**config.mk**
```make
export PLATFORM = sky130hd
export DESIGN_NAME = radio_queue_port_status
export DESIGN_NICKNAME = d
export VERILOG_FILES = /design/src/logic/radio_queue_pkg.sv /design/src/logic/radio_queue_port_status.sv
export SDC_FILE = /design/constraint.sdc
export NUM_CORES = 2
export LEC_CHECK = 0
export BUFFER_PORTS_ARGS = -buffer_cell sky130_fd_sc_hd__buf_2
export CORE_MARGIN = 2
export CORE_UTILIZATION = 29
export DETAILED_ROUTE_END_ITERATION = 7
export GPL_ROUTABILITY_DRIVEN = 0
export GPL_TIMING_DRIVEN = 1
export MAX_ROUTING_LAYER = met4
export SYNTH_ARGS = -nofsm -noshare
export SYNTH_HDL_FRONTEND = slang
export SYNTH_SLANG_ARGS = --single-unit
```
**constraint.sdc**
```tcl
create_clock -name sys_clk -period 8.4 [get_ports sys_clk]
set_input_delay 0.42 -clock sys_clk [delete_from_list [all_inputs] [get_ports sys_clk]]
set_output_delay 0.42 -clock sys_clk [all_outputs]
set_load 0.005 [all_outputs]
```
**src/logic/radio_queue_pkg.sv**
```systemverilog
// Purpose: Shared constants for the radio queue port and status block.
// Assumes: One system clock, synchronous active-high reset.
// Notes: Offsets are special-function-register addresses on the CPU bus.
package radio_queue_pkg;
	// ****************************************
	// Register map
	// ****************************************
	localparam logic [7:0] MASK_ADDR = 8'h91;
	localparam logic [7:0] DATA_PORT_ADDR = 8'hd9;
	localparam logic [7:0] FLAGS_ADDR = 8'he9;
	localparam logic [7:0] MASK_RESET = 8'h00;
	localparam logic [7:0] FLAGS_RESET = 8'h00;
	localparam logic [7:0] DATA_RESET = 8'h00;
	localparam logic [7:0] UNMAPPED_READ = 8'h00;
	// ****************************************
	// Interrupt source bit positions
	// ****************************************
	localparam int BIT_REGULATOR_ON = 7;
	localparam int BIT_TRANSMIT_COMPLETE = 6;
	localparam int BIT_RX_THRESHOLD = 5;
	localparam int BIT_DELIMITER_SEEN = 4;
	// Sources that arrive ready-made from the rest of the radio.
	localparam logic [7:0] EXTERNAL_SOURCES = 8'h8f;
	// ****************************************
	// Queue geometry
	// ****************************************
	localparam int QUEUE_DEPTH = 128;
	localparam int PTR_W = 7;
	localparam int COUNT_W = 8;
	localparam logic [7:0] QUEUE_FULL_COUNT = 8'h80;
	localparam logic [7:0] COUNT_RESET = 8'h00;
	localparam logic [6:0] PTR_RESET = 7'h00;
endpackage

```
**src/logic/radio_queue_port_status.sv**
```systemverilog
// Purpose: Byte port onto the radio transmit and receive queues, with status and interrupt mask.
// Assumes: All inputs come from logic on sys_clk; the CPU bus gives one-cycle strobes.
// Notes: Receive status flags describe only the receive queue.
`timescale 1ns/1ps
// Overview of operation
// - Eight-bit read/write interrupt mask, cleared at reset, one enable per source.
// - Transmit-complete source also raised for sent acknowledges when selected.
// - Each write to the data port pushes the byte into the transmit queue unless it is full or being flushed.
// - Each read of the data port with bytes queued returns and removes the next receive byte.
// - Transmit flush strobe empties the transmit queue.
// - Receive flush strobe empties the receive queue.
// - Separate 128-byte receive and transmit queues; several frames may share receive.
// - DMA trigger fires when the receive queue goes from empty to non-empty.
// - DMA trigger fires when a read leaves at least one byte behind.
// - Delimiter received sets its interrupt flag and raises the delimiter status bit.
// - Delimiter status stays high until the last frame byte when address accepted.
// - Delimiter status drops at once when address recognition fails.
// - Length byte stored first; non-empty bit high from then until queue empty.
// - A readable count of bytes held in the receive queue is provided.
// - Threshold bit high when unread bytes exceed the programmed threshold.
// - With address recognition on, threshold bit waits for address acceptance.
// - Threshold bit rises on a frame's last byte; clears after one byte read.
// - Address failure leaves the frame's bytes in the receive queue; readers wait for the threshold bit.
// - Receive overflow raises the radio error interrupt when enabled.
// - On overflow, non-empty bit low while threshold bit high.
// - Overflow leaves bytes already queued intact and readable.
// - After overflow, no receive data is taken until a receive flush.
// - Masking a source does not stop its flag from updating.
// - Combined interrupt pulses on the rising edge of each enabled flag.
module radio_queue_port_status
	import radio_queue_pkg::*;
(
	// Clock and reset.
	input wire logic sys_clk,
	input wire logic rst,
	// Special-function-register bus.
	input wire logic [7:0] sfr_addr,
	input wire logic sfr_wr,
	input wire logic sfr_rd,
	input wire logic [7:0] sfr_wdata,
	output logic [7:0] sfr_rdata,
	// Command strobes and configuration.
	input wire logic flush_transmit_strobe,
	input wire logic flush_receive_strobe,
	input wire logic [6:0] rx_threshold_setting,
	input wire logic addr_recog_enable,
	input wire logic ack_done_source_select,
	input wire logic error_irq_enable,
	// Demodulator side.
	input wire logic rx_byte_valid,
	input wire logic [7:0] rx_byte,
	input wire logic rx_delimiter_done,
	input wire logic rx_frame_end,
	input wire logic rx_addr_pass,
	input wire logic rx_addr_fail,
	// Modulator side.
	input wire logic tx_pop,
	output logic [7:0] tx_head,
	output logic tx_queue_nonempty,
	// Other radio interrupt sources.
	input wire logic [7:0] other_source_events,
	input wire logic tx_done_event,
	input wire logic tx_ack_done_event,
	// Status and events.
	output logic delimiter_active_flag,
	output logic rx_queue_nonempty_flag,
	output logic rx_threshold_flag,
	output logic [7:0] rx_byte_count,
	output logic [7:0] radio_interrupt_flags,
	output logic radio_interrupt,
	output logic radio_error_interrupt,
	output logic dma_trigger
);
	// Queue storage; each queue is its own array.
	logic [7:0] rx_mem [QUEUE_DEPTH];
	logic [7:0] tx_mem [QUEUE_DEPTH];
	logic [PTR_W-1:0] rx_wr_q, rx_rd_q, tx_wr_q, tx_rd_q;
	logic [COUNT_W-1:0] rx_cnt_q, rx_cnt_d, tx_cnt_q, tx_cnt_d;
	logic [7:0] mask_q, flags_q, flags_d, rdata_q, tx_head_q;
	logic overflow_q, addr_ok_q, frame_done_q, delim_q, thr_q, thr_d;
	logic irq_q, err_q, dma_q, rx_ne_q, tx_ne_q;

	function automatic logic [PTR_W-1:0] ptr_next(input logic [PTR_W-1:0] p);
		ptr_next = p + 7'h01;
	endfunction

	// ****************************************
	// Bus decode
	// ****************************************
	// Strobes decoded once and shared by the queues and register logic.
	wire wr_mask = sfr_wr && (sfr_addr == MASK_ADDR);
	wire wr_flags = sfr_wr && (sfr_addr == FLAGS_ADDR);
	wire wr_port = sfr_wr && (sfr_addr == DATA_PORT_ADDR);
	wire rd_port = sfr_rd && (sfr_addr == DATA_PORT_ADDR);
	wire [7:0] rd_mux = (sfr_addr == MASK_ADDR) ? mask_q :
		(sfr_addr == FLAGS_ADDR) ? flags_q :
		(sfr_addr == DATA_PORT_ADDR) ? rx_mem[rx_rd_q] : UNMAPPED_READ;

	// ****************************************
	// Receive queue
	// ****************************************
	// A full queue or a standing overflow drops the byte rather than overwrite data.
	wire rx_full = (rx_cnt_q == QUEUE_FULL_COUNT);
	wire rx_empty = (rx_cnt_q == COUNT_RESET);
	wire rx_push = rx_byte_valid && !rx_full && !overflow_q && !flush_receive_strobe;
	wire rx_over = rx_byte_valid && rx_full && !flush_receive_strobe;
	wire rx_pop = rd_port && !rx_empty && !flush_receive_strobe;
	wire overflow_d = rx_over || (overflow_q && !flush_receive_strobe);
	always_comb begin
		rx_cnt_d = rx_cnt_q;
		if (flush_receive_strobe) begin
			rx_cnt_d = COUNT_RESET;
		end else if (rx_push && !rx_pop) begin
			rx_cnt_d = rx_cnt_q + 8'h01;
		end else if (rx_pop && !rx_push) begin
			rx_cnt_d = rx_cnt_q - 8'h01;
		end
	end

	// Pointers wrap naturally over the 128 entries.
	always_ff @(posedge sys_clk) begin
		if (rst) begin
			rx_wr_q <= PTR_RESET;
			rx_rd_q <= PTR_RESET;
		end else if (flush_receive_strobe) begin
			rx_wr_q <= PTR_RESET;
			rx_rd_q <= PTR_RESET;
		end else begin
			if (rx_push) begin
				rx_wr_q <= ptr_next(rx_wr_q);
			end
			if (rx_pop) begin
				rx_rd_q <= ptr_next(rx_rd_q);
			end
		end
	end

	// Storage has no reset; only the pointers and count define content.
	always_ff @(posedge sys_clk) begin
		if (rx_push) begin
			rx_mem[rx_wr_q] <= rx_byte;
		end
		if (wr_port && tx_cnt_q != QUEUE_FULL_COUNT && !flush_transmit_strobe) begin
			tx_mem[tx_wr_q] <= sfr_wdata;
		end
	end

	// Overflow holds until a receive flush.
	always_ff @(posedge sys_clk) begin
		if (rst) begin
			rx_cnt_q <= COUNT_RESET;
			overflow_q <= 1'b0;
			rx_ne_q <= 1'b0;
		end else begin
			rx_cnt_q <= rx_cnt_d;
			overflow_q <= overflow_d;
			rx_ne_q <= (rx_cnt_d != COUNT_RESET) && !overflow_d;
		end
	end

	// ****************************************
	// Transmit queue
	// ****************************************
	// Writes into a full transmit queue are dropped.
	wire tx_push = wr_port && tx_cnt_q != QUEUE_FULL_COUNT && !flush_transmit_strobe;
	wire tx_take = tx_pop && tx_cnt_q != COUNT_RESET && !flush_transmit_strobe;
	wire [PTR_W-1:0] tx_head_ptr = tx_take ? ptr_next(tx_rd_q) : tx_rd_q;
	always_comb begin
		tx_cnt_d = tx_cnt_q;
		if (flush_transmit_strobe) begin
			tx_cnt_d = COUNT_RESET;
		end else if (tx_push && !tx_take) begin
			tx_cnt_d = tx_cnt_q + 8'h01;
		end else if (tx_take && !tx_push) begin
			tx_cnt_d = tx_cnt_q - 8'h01;
		end
	end

	// Head byte follows a pop in the same cycle but lags the non-empty bit by one; for one cycle after emptying it can show unwritten storage, then zero.
	always_ff @(posedge sys_clk) begin
		if (rst) begin
			tx_wr_q <= PTR_RESET;
			tx_rd_q <= PTR_RESET;
			tx_cnt_q <= COUNT_RESET;
			tx_head_q <= DATA_RESET;
			tx_ne_q <= 1'b0;
		end else begin
			tx_cnt_q <= tx_cnt_d;
			tx_ne_q <= (tx_cnt_d != COUNT_RESET);
			tx_head_q <= tx_ne_q ? tx_mem[tx_head_ptr] : DATA_RESET;
			if (flush_transmit_strobe) begin
				tx_wr_q <= PTR_RESET;
				tx_rd_q <= PTR_RESET;
			end else begin
				tx_wr_q <= tx_push ? ptr_next(tx_wr_q) : tx_wr_q;
				tx_rd_q <= tx_take ? ptr_next(tx_rd_q) : tx_rd_q;
			end
		end
	end

	// ****************************************
	// Frame status
	// ****************************************
	// Threshold needs address acceptance; a frame end raises it regardless.
	wire addr_ok = !addr_recog_enable || addr_ok_q;
	always_comb begin
		thr_d = (rx_cnt_d > {1'b0, rx_threshold_setting}) && addr_ok;
		if (rx_frame_end || (frame_done_q && !rx_pop)) begin
			thr_d = 1'b1;
		end
		if (overflow_d) begin
			thr_d = 1'b1;
		end
	end

	// Set wins over clear for every event-driven flag here.
	always_ff @(posedge sys_clk) begin
		if (rst) begin
			addr_ok_q <= 1'b0;
			frame_done_q <= 1'b0;
			delim_q <= 1'b0;
			thr_q <= 1'b0;
		end else begin
			addr_ok_q <= rx_addr_pass || (addr_ok_q && !rx_delimiter_done);
			frame_done_q <= rx_frame_end || (frame_done_q && !rx_pop && !flush_receive_strobe);
			delim_q <= rx_delimiter_done || (delim_q && !rx_frame_end && !rx_addr_fail);
			thr_q <= thr_d;
		end
	end

	// ****************************************
	// Interrupt flags, mask and events
	// ****************************************
	// Flags update whatever the mask says; a zero written clears, a new event wins.
	wire [7:0] flag_set = (other_source_events & EXTERNAL_SOURCES) |
		({7'h00, tx_done_event || (tx_ack_done_event && ack_done_source_select)}
			<< BIT_TRANSMIT_COMPLETE) |
		({7'h00, thr_d && !thr_q} << BIT_RX_THRESHOLD) |
		({7'h00, rx_delimiter_done} << BIT_DELIMITER_SEEN);
	wire [7:0] flag_keep = wr_flags ? (flags_q & sfr_wdata) : flags_q;
	assign flags_d = flag_keep | flag_set;

	always_ff @(posedge sys_clk) begin
		if (rst) begin
			mask_q <= MASK_RESET;
			flags_q <= FLAGS_RESET;
			irq_q <= 1'b0;
			err_q <= 1'b0;
			dma_q <= 1'b0;
			rdata_q <= DATA_RESET;
		end else begin
			mask_q <= wr_mask ? sfr_wdata : mask_q;
			flags_q <= flags_d;
			irq_q <= |(flags_d & ~flags_q & mask_q);
			err_q <= rx_over && !overflow_q && error_irq_enable;
			dma_q <= (rx_push && rx_empty) || (rx_pop && rx_cnt_d != COUNT_RESET);
			rdata_q <= sfr_rd ? rd_mux : rdata_q;
		end
	end

	// ****************************************
	// Outputs
	// ****************************************
	assign sfr_rdata = rdata_q;
	assign tx_head = tx_head_q;
	assign tx_queue_nonempty = tx_ne_q;
	assign delimiter_active_flag = delim_q;
	assign rx_queue_nonempty_flag = rx_ne_q;
	assign rx_threshold_flag = thr_q;
	assign rx_byte_count = rx_cnt_q;
	assign radio_interrupt_flags = flags_q;
	assign radio_interrupt = irq_q;
	assign radio_error_interrupt = err_q;
	assign dma_trigger = dma_q;
endmodule

```
Word level (Yosys, flattened, before mapping)
Memory sizes are Yosys's and may differ from the RTL's. A register that Yosys moved wholly into a read port is not among the register bits.
Cells that the tools add are included.
W data, S select, Z words.
{"block": "totals", "ff_bits": 78, "ram_bits": 2048, "mem_count": 2, "inputBits": 56, "elab_cells": 127, "output_inout_bits": 39}
{"block": "op_classes", "n_lt_le_gt_ge": 1, "reduce_logical": 64, "add_sub_neg": 8, "n_bitwise": 9, "eq_ne": 5, "n_mux": 19}
{"name": "rx_mem", "words": 128, "word_bits": 8, "read_ports": 1, "rd_ports_with_merged_regs": 1, "wr": 1, "line": "radio_queue_port_status.sv:75", "rtl": "logic [7:0] rx_mem [QUEUE_DEPTH];"}
{"name": "tx_mem", "words": 128, "word_bits": 8, "read_ports": 1, "rd_ports_with_merged_regs": 1, "wr": 1, "line": "radio_queue_port_status.sv:76", "rtl": "logic [7:0] tx_mem [QUEUE_DEPTH];"}
{"cell": "$mux W8", "count": 10}
{"cell": "$logic_and A1 B1 Y1", "count": 33}
{"cell": "$eq A8 B8 Y1 const B", "count": 4}
{"cell": "$add A7 B1 Y7 const B", "count": 4}
{"cell": "$and A8 B8 Y8", "count": 3}
{"cell": "$reduce_bool A8 Y1", "count": 3}
{"cell": "$mux W7", "count": 3}
{"cell": "$add A8 B1 Y8 const B", "count": 2}
{"cell": "$sub A8 B1 Y8 const B", "count": 2}
{"cell": "$logic_not A1 Y1", "count": 15}
{"cell": "$gt A8 B7 Y1", "count": 1}
{"cell": "$logic_not A8 Y1", "count": 1}
{"cell": "$logic_or A1 B1 Y1", "count": 8}
{"cell": "$ne A8 B8 Y1 const B", "count": 1}
{"cell": "$not A8 Y8", "count": 1}
{"cell": "$or A8 B5 Y8", "count": 1}
{"cell": "$or A8 B6 Y8", "count": 1}
{"cell": "$or A8 B7 Y8", "count": 1}
{"cell": "$or A8 B8 Y8", "count": 1}
{"cell": "$reduce_or A8 Y1", "count": 1}
{"cell": "$mux W1", "count": 6}
{"cell": "$reduce_or A2 Y1", "count": 3}
{"cell": "$not A1 Y1", "count": 1}

Depth between registers and ports, before layout
{"block": "depth", "depth_word": 21, "ltp_mapped": 20}

Least setup slack after synthesis
OpenSTA, ideal clock, no wires.
{"block": "synth_timing", "path_kind": "register -> register", "startpoint": "reg rx_cnt_q[0] (netlist: rx_byte_count[0])", "endpoint": "reg irq_q (netlist: radio_interrupt)", "path_buffers": 2, "path_stages_with_launch": 20, "t_arrival_ps": 3691, "t_required_ps": 8264, "setup_time_ps": 136, "path_slack_ps": 4573, "synth_period_minus_slack_ps": 3827, "path_cell_list": "dfxtp_1 inv_1 ha_1 and3_1 clkbuf_1 a21oi_1 clkbuf_1 mux2i_1 nor2_1 a211oi_1 ha_1 nor2b_1 o21a_1 o21a_1 o21a_1 o21a_1 o21ai_0 nand2b_1 a21oi_1 o32ai_1"}
{"block": "synth_between", "elab_chain_len": 21, "word_cells_on_any_way": 34, "cone_classes": "2 x add/sub; 1 x order compare; 1 x eq/ne; 5 x mux; 5 x bitwise; 20 x reduce/logical"}
{"element": "from (decl)", "line": "radio_queue_port_status.sv:78", "rtl": "logic [COUNT_W-1:0] rx_cnt_q, rx_cnt_d, tx_cnt_q, tx_cnt_d;"}
{"element": "from (signal assigned)", "line": "radio_queue_port_status.sv:155", "rtl": "rx_cnt_q <= rx_cnt_d;"}
{"element": "$eq A8 B8 Y1", "line": "radio_queue_port_status.sv:103", "rtl": "wire rx_full = (rx_cnt_q == QUEUE_FULL_COUNT);"}
{"element": "$logic_not A1 Y1", "line": "radio_queue_port_status.sv:105", "rtl": "wire rx_push = rx_byte_valid && !rx_full && !overflow_q && !flush_receive_strobe;"}
{"element": "$logic_and A1 B1 Y1 (3 in series)", "line": "radio_queue_port_status.sv:105"}
{"element": "$logic_not A1 Y1", "line": "radio_queue_port_status.sv:115", "rtl": "end else if (rx_pop && !rx_push) begin"}
{"element": "$logic_and A1 B1 Y1", "line": "radio_queue_port_status.sv:115"}
{"element": "$mux W8", "line": "radio_queue_port_status.sv:115"}
{"element": "$mux W8 (*)", "line": "radio_queue_port_status.sv:113", "rtl": "end else if (rx_push && !rx_pop) begin"}
{"element": "$mux W8 (*)", "line": "radio_queue_port_status.sv:111", "rtl": "if (flush_receive_strobe) begin"}
{"element": "named net rx_cnt_d[1]", "line": "radio_queue_port_status.sv:78"}
{"element": "[2 not listed]"}
{"element": "$mux W1 (*)", "line": "radio_queue_port_status.sv:208", "rtl": "if (rx_frame_end || (frame_done_q && !rx_pop)) begin"}
{"element": "$mux W1 (*)", "line": "radio_queue_port_status.sv:211", "rtl": "if (overflow_d) begin"}
{"element": "$logic_and A1 B1 Y1 (*)", "line": "radio_queue_port_status.sv:238", "rtl": "({7'h00, thr_d && !thr_q} << BIT_RX_THRESHOLD) |"}
{"element": "$or A8 B6 Y8 (*)", "line": "radio_queue_port_status.sv:237", "rtl": "<< BIT_TRANSMIT_COMPLETE) |"}
{"element": "$or A8 B5 Y8 (*)", "line": "radio_queue_port_status.sv:238"}
{"element": "$or A8 B8 Y8 (*)", "line": "radio_queue_port_status.sv:241", "rtl": "assign flags_d = flag_keep | flag_set;"}
{"element": "$and A8 B8 Y8 (*) (2 in series)", "line": "radio_queue_port_status.sv:254", "rtl": "irq_q <= |(flags_d & ~flags_q & mask_q);"}
{"element": "$reduce_or A8 Y1 (*)", "line": "radio_queue_port_status.sv:254"}
{"element": "to (signal assigned)", "line": "radio_queue_port_status.sv:254"}
{"element": "to (decl)", "line": "radio_queue_port_status.sv:81", "rtl": "logic irq_q, err_q, dma_q, rx_ne_q, tx_ne_q;"}
Mark *: on every way through the listed nets, which the timed path passes. The rest lies on a longest branch.
A chain may end at the register's enable or synchronous reset.

Final worst setup path
{"block": "layout_timing", "startpoint": "reg tx_rd_q[1]", "endpoint": "reg tx_head_q[2] (netlist: tx_head[2]) (read register of tx_mem)"}
{"block": "layout_between", "elab_chain_len": 2}
{"element": "from (decl)", "line": "radio_queue_port_status.sv:77", "rtl": "logic [PTR_W-1:0] rx_wr_q, rx_rd_q, tx_wr_q, tx_rd_q;"}
{"element": "from (signal assigned)", "line": "radio_queue_port_status.sv:196", "rtl": "tx_rd_q <= tx_take ? ptr_next(tx_rd_q) : tx_rd_q;"}
{"element": "$add A7 B1 Y7", "line": "radio_queue_port_status.sv:84", "rtl": "ptr_next = p + 7'h01;"}
{"element": "$mux W7 (*)"}
{"element": "to (decl)", "line": "radio_queue_port_status.sv:79", "rtl": "logic [7:0] mask_q, flags_q, flags_d, rdata_q, tx_head_q;"}
Mark *: on every way between the ends. The rest lies on a longest branch, timed or not.

==> impl_results.md <==
* Die W at ~560 µm
* Global-route wire length before repair at 352 mm
* Vias in the first global route at 52.4k
* CP endpoint: tx_head[2]$_SDFF_PP0_
* CTS tree: built
* Initial DRC Count at ~6.1k
* Worst-path clk slew at around 60 ps
* CP max FO at 55
* Synth area leader: edfxtp_1
* Post-Synth Adder-Cell Area at 0.239%
* Top sig layer: met4
* Clk buf depth at 4
* First-pass DRT Iterations at 6
* Mux cell area share after synthesis at 10.7%
* Share of layout cells above drive strength 1 at between 10 and 15%
* Max VDD drop at 0.186 mV
* Synthesized net count at 5,719
* Synth unique cells at 76
* Inserted Clock Buffers at 218
* Reg2Reg Depth at 10
* Arrival time worst endpoint at 6110 ps
* Synth area leaders: edfxtp_1 69%, mux4_2 8.3%, o22ai_1 5.5%
* PortBufs at between 90 and 100
* Wirelength, routed at between 200 and 250 mm
* Worst slew pin tran at 1310 ps
* Fmax at 185 MHz
* Area after DPL at 0.0937 mm²
* Endpoint type of the worst setup path: register
* Initial antenna violation count at 17
* Crit-path cells: ha_4 -> inv_1 -> a211oi_2 -> mux2_2 -> nand2_2 -> nor3_1 -> nor4_1 -> nand4_1 -> o211ai_1 -> nand4_1
* Fin util at 32.9%
* Routed wl met3 at roughly 19 mm
* Commonest cells after routing, fill and taps aside: 2,048 x edfxtp_1, 778 x o22ai_1, 422 x nor2_1
* Vias post-DR at 53.7k
* P_sw at 0.00432 W
* Largest net degree at the start of global routing at 208
* Internal Dissipation at 0.0169 W
* Synth Instances at 5,646
* Max cap viols at 0
* Starting Density at 29.1%
* Commonest non-fill, non-tap cell in the layout: edfxtp_1
* XOR/XNOR share of the synthesized area at less than 1%
* Final Cell Area at 0.101 mm²
* Clock sinks at between 2k and 2.5k
* Via-to-Cell Ratio at around 5.4
* Ys flop type: edfxtp_1
* Status: finished clean
* Residual DRC at 0
* Cell with the most instances on the worst path: nand4_1
* Relative slew slack at 12.7%
* Worst Setup Start Kind: register
* Endpoints failing hold at 0
* Register-to-register path setup slack at 3000 ps
* Root Driver: clkbuf_16
* H-tree Lvls at 4
* Worst Hold Class: primary input to register
* WP data required at ~9000 ps
* Setup CP Type: register to register
* Sw Ratio at between 20% and 30%
* Synth async-reset ratio at 0%
* Die Area at 0.311 mm²
* Core area at about 0.31 mm²
* Fillers at 29.1k
* Compound-Gate Fraction of Synth Area at approximately a tenth
* Antenna-violating nets left at 0
* Pwr/cell area at roughly 210 mW/mm²
* Hpwl dp at ~140 mm
* Top cell type's share of synthesized area at 69.1%
* Dpl cells at about 9.5k
* Reg2reg end: tx_head[2]$_SDFF_PP0_
* Crit path time final at 5400 ps
* Worst clock skew at ~50 ps
* Grt ovf at 0
* Worst R2R Start: tx_rd_q[1]$_SDFF_PP0_
* Row cnt at 203
* Sequential area share after synthesis at a little under three quarters
* #FFs+latches synth at about 2.1k
* Post-CTS setup buffer count at 0
* Synth warn at 0
* Top Ports at 95
* Synthesized area per cell at about 16 µm²
* CP startpoint: tx_rd_q[1]$_SDFF_PP0_
* Flop pwr share at around 55%
* Max Slew Vio Count at 0
* Nets at 5,697
* Worst-skew pair later-pin latency at slightly below 900 ps
* Delay of the slowest critical-path stage at 970 ps
* Clock group share of total power at 43.6%
* WL per Instance at 24.4 µm
* Non-Filler Instances at 9,898
* Post-Route M1 WL at 99.3 mm
* Setup TNS at 0 ps
* CP max stage cell: dfxtp_4
* Main combinational cell family by area after synthesis: multiplexers
* WL met2 at between 100 and 150 mm
* GR Util All Layers at 15.4%
* Combinational power share at 1.4%
* EDFF count, synth at 2,048
* Post-Syn Area at 0.0889 mm²
* Leakage power at 29.1 nW
* Synth Area in Simple Gates at 5.89%
* Final period util at approximately 64%
* Area growth syn-to-layout at 13.2%
* Setup violations, final at 0
* Chip Height at ~560 µm
* RSZ-0062 raised after global routing: false
final cells by class:
class | count | area [µm²] | share of cell area [%]
Tap cell | 4100 | 5130 | 5.10
Timing Repair Buffer | 193 | 1480 | 1.47
Multi-Input combinational cell | 3040 | 23900 | 23.7
Sequential cell | 2141 | 63400 | 63.0
Inverter | 30 | 114 | 0.113
Clock inverter | 126 | 963 | 0.957
Antenna cell | 3 | 7.51 | 0.00746
Clock buffer | 265 | 5700 | 5.66
cells in the mapped netlist, types with 6 or more instances:
cell / count
nand3_1: 52
edfxtp_1: 2048
o31ai_1: 16
mux2_2: 27
buf_1: 68
o221ai_1: 121
and3_1: 7
nor4_1: 40
nor2b_1: 22
dfxtp_1: 93
o22ai_1: 778
or3_1: 8
a211oi_1: 26
a2bb2oi_1: 7
ha_1: 17
inv_1: 29
o211ai_1: 45
xor2_1: 21
nand2b_1: 8
nor3_1: 294
buf_2: 42
o21ai_0: 154
a21oi_1: 94
clkbuf_1: 317
a2111oi_0: 9
a31oi_1: 6
mux4_2: 329
xnor2_1: 14
mux2i_1: 173
a211o_1: 19
nand4_1: 48
buf_4: 6
nand3b_1: 11
nor2_1: 422
nand2_1: 202
routing by layer:
metal  track usage [%]  vias to the layer above
li1                  -                    23200
met1              20.4                    27700
met2              24.6                     2397
met3              2.50                      404
met4              4.33                        0
met5                 -                        -
kinds of logic after synthesis:
group,Yosys count
flip-flops,2141
AO/OA/AOI/OAI,1314
adder cells (fa/ha/maj),17
AND/OR/NAND/NOR,1143
multiplexers,531
buffers and inverters,465
XOR/XNOR,35
power by group through the flow:
stage          Combinational, W  Clock (W)  Sequential, W
3_5_place_dp           0.000284          0         0.0119
5_1_grt                0.000312    0.00983         0.0117
3_3_place_gp           0.000267          0         0.0119
2_1_floorplan         0.0000446          0         0.0119
4_1_cts                0.000295    0.00941         0.0117
6_report               0.000289    0.00927         0.0117
timing repair:
item | CTS | global route
hold endpoints to repair | 243 | 0
gates resized for setup | 0 | 0
hold buffers | 26 | 0
worst min-delay path by stage:
stage          cells after the start                    from                                  end  slack [ps]
3_5_place_dp                       2  mask_q[6]$_SDFFE_PP0P_               mask_q[6]$_SDFFE_PP0P_         450
2_1_floorplan                      2  mask_q[6]$_SDFFE_PP0P_               mask_q[6]$_SDFFE_PP0P_         440
5_1_grt                            3       rx_delimiter_done  radio_interrupt_flags[4]$_SDFF_PP0_          40
3_3_place_gp                       2  mask_q[6]$_SDFFE_PP0P_               mask_q[6]$_SDFFE_PP0P_         440
6_report                           1            sfr_wdata[3]              tx_mem[34][3]$_DFFE_PP_          60
4_1_cts                            1            sfr_wdata[3]              tx_mem[34][3]$_DFFE_PP_          20
registers in the layout, summed over array words and instances (netlist names), 7 cells and up, named ones only:
name                   cells
rx_rd_q                    7
mask_q                     8
sfr_rdata                  8
tx_mem                  1024
rx_wr_q                    7
rx_mem                  1024
tx_cnt_q                   8
tx_rd_q                    7
rx_byte_count              8
tx_wr_q                    7
tx_head                    8
radio_interrupt_flags      8
critical path, delay by kind of cell (launching register included):
kind,cells,cell delay [ps]
AO/OA/AOI/OAI,2,1010
adder cells (fa/ha/maj),1,260
buffers and inverters,1,110
multiplexers,1,570
AND/OR/NAND/NOR,5,2270
flip-flops,1,970
per-stage QoR:
stage	hold slack (ps)	setup slack [ps]	total power (W)
CTS	17.7	3030	0.0214
finish	60.6	3000	0.0213
global placement	443	3130	0.0122
floorplan	436	4570	0.0120
detailed placement	451	3060	0.0122
global route	43.6	2810	0.0218
Power figures use the tool's default switching activity.
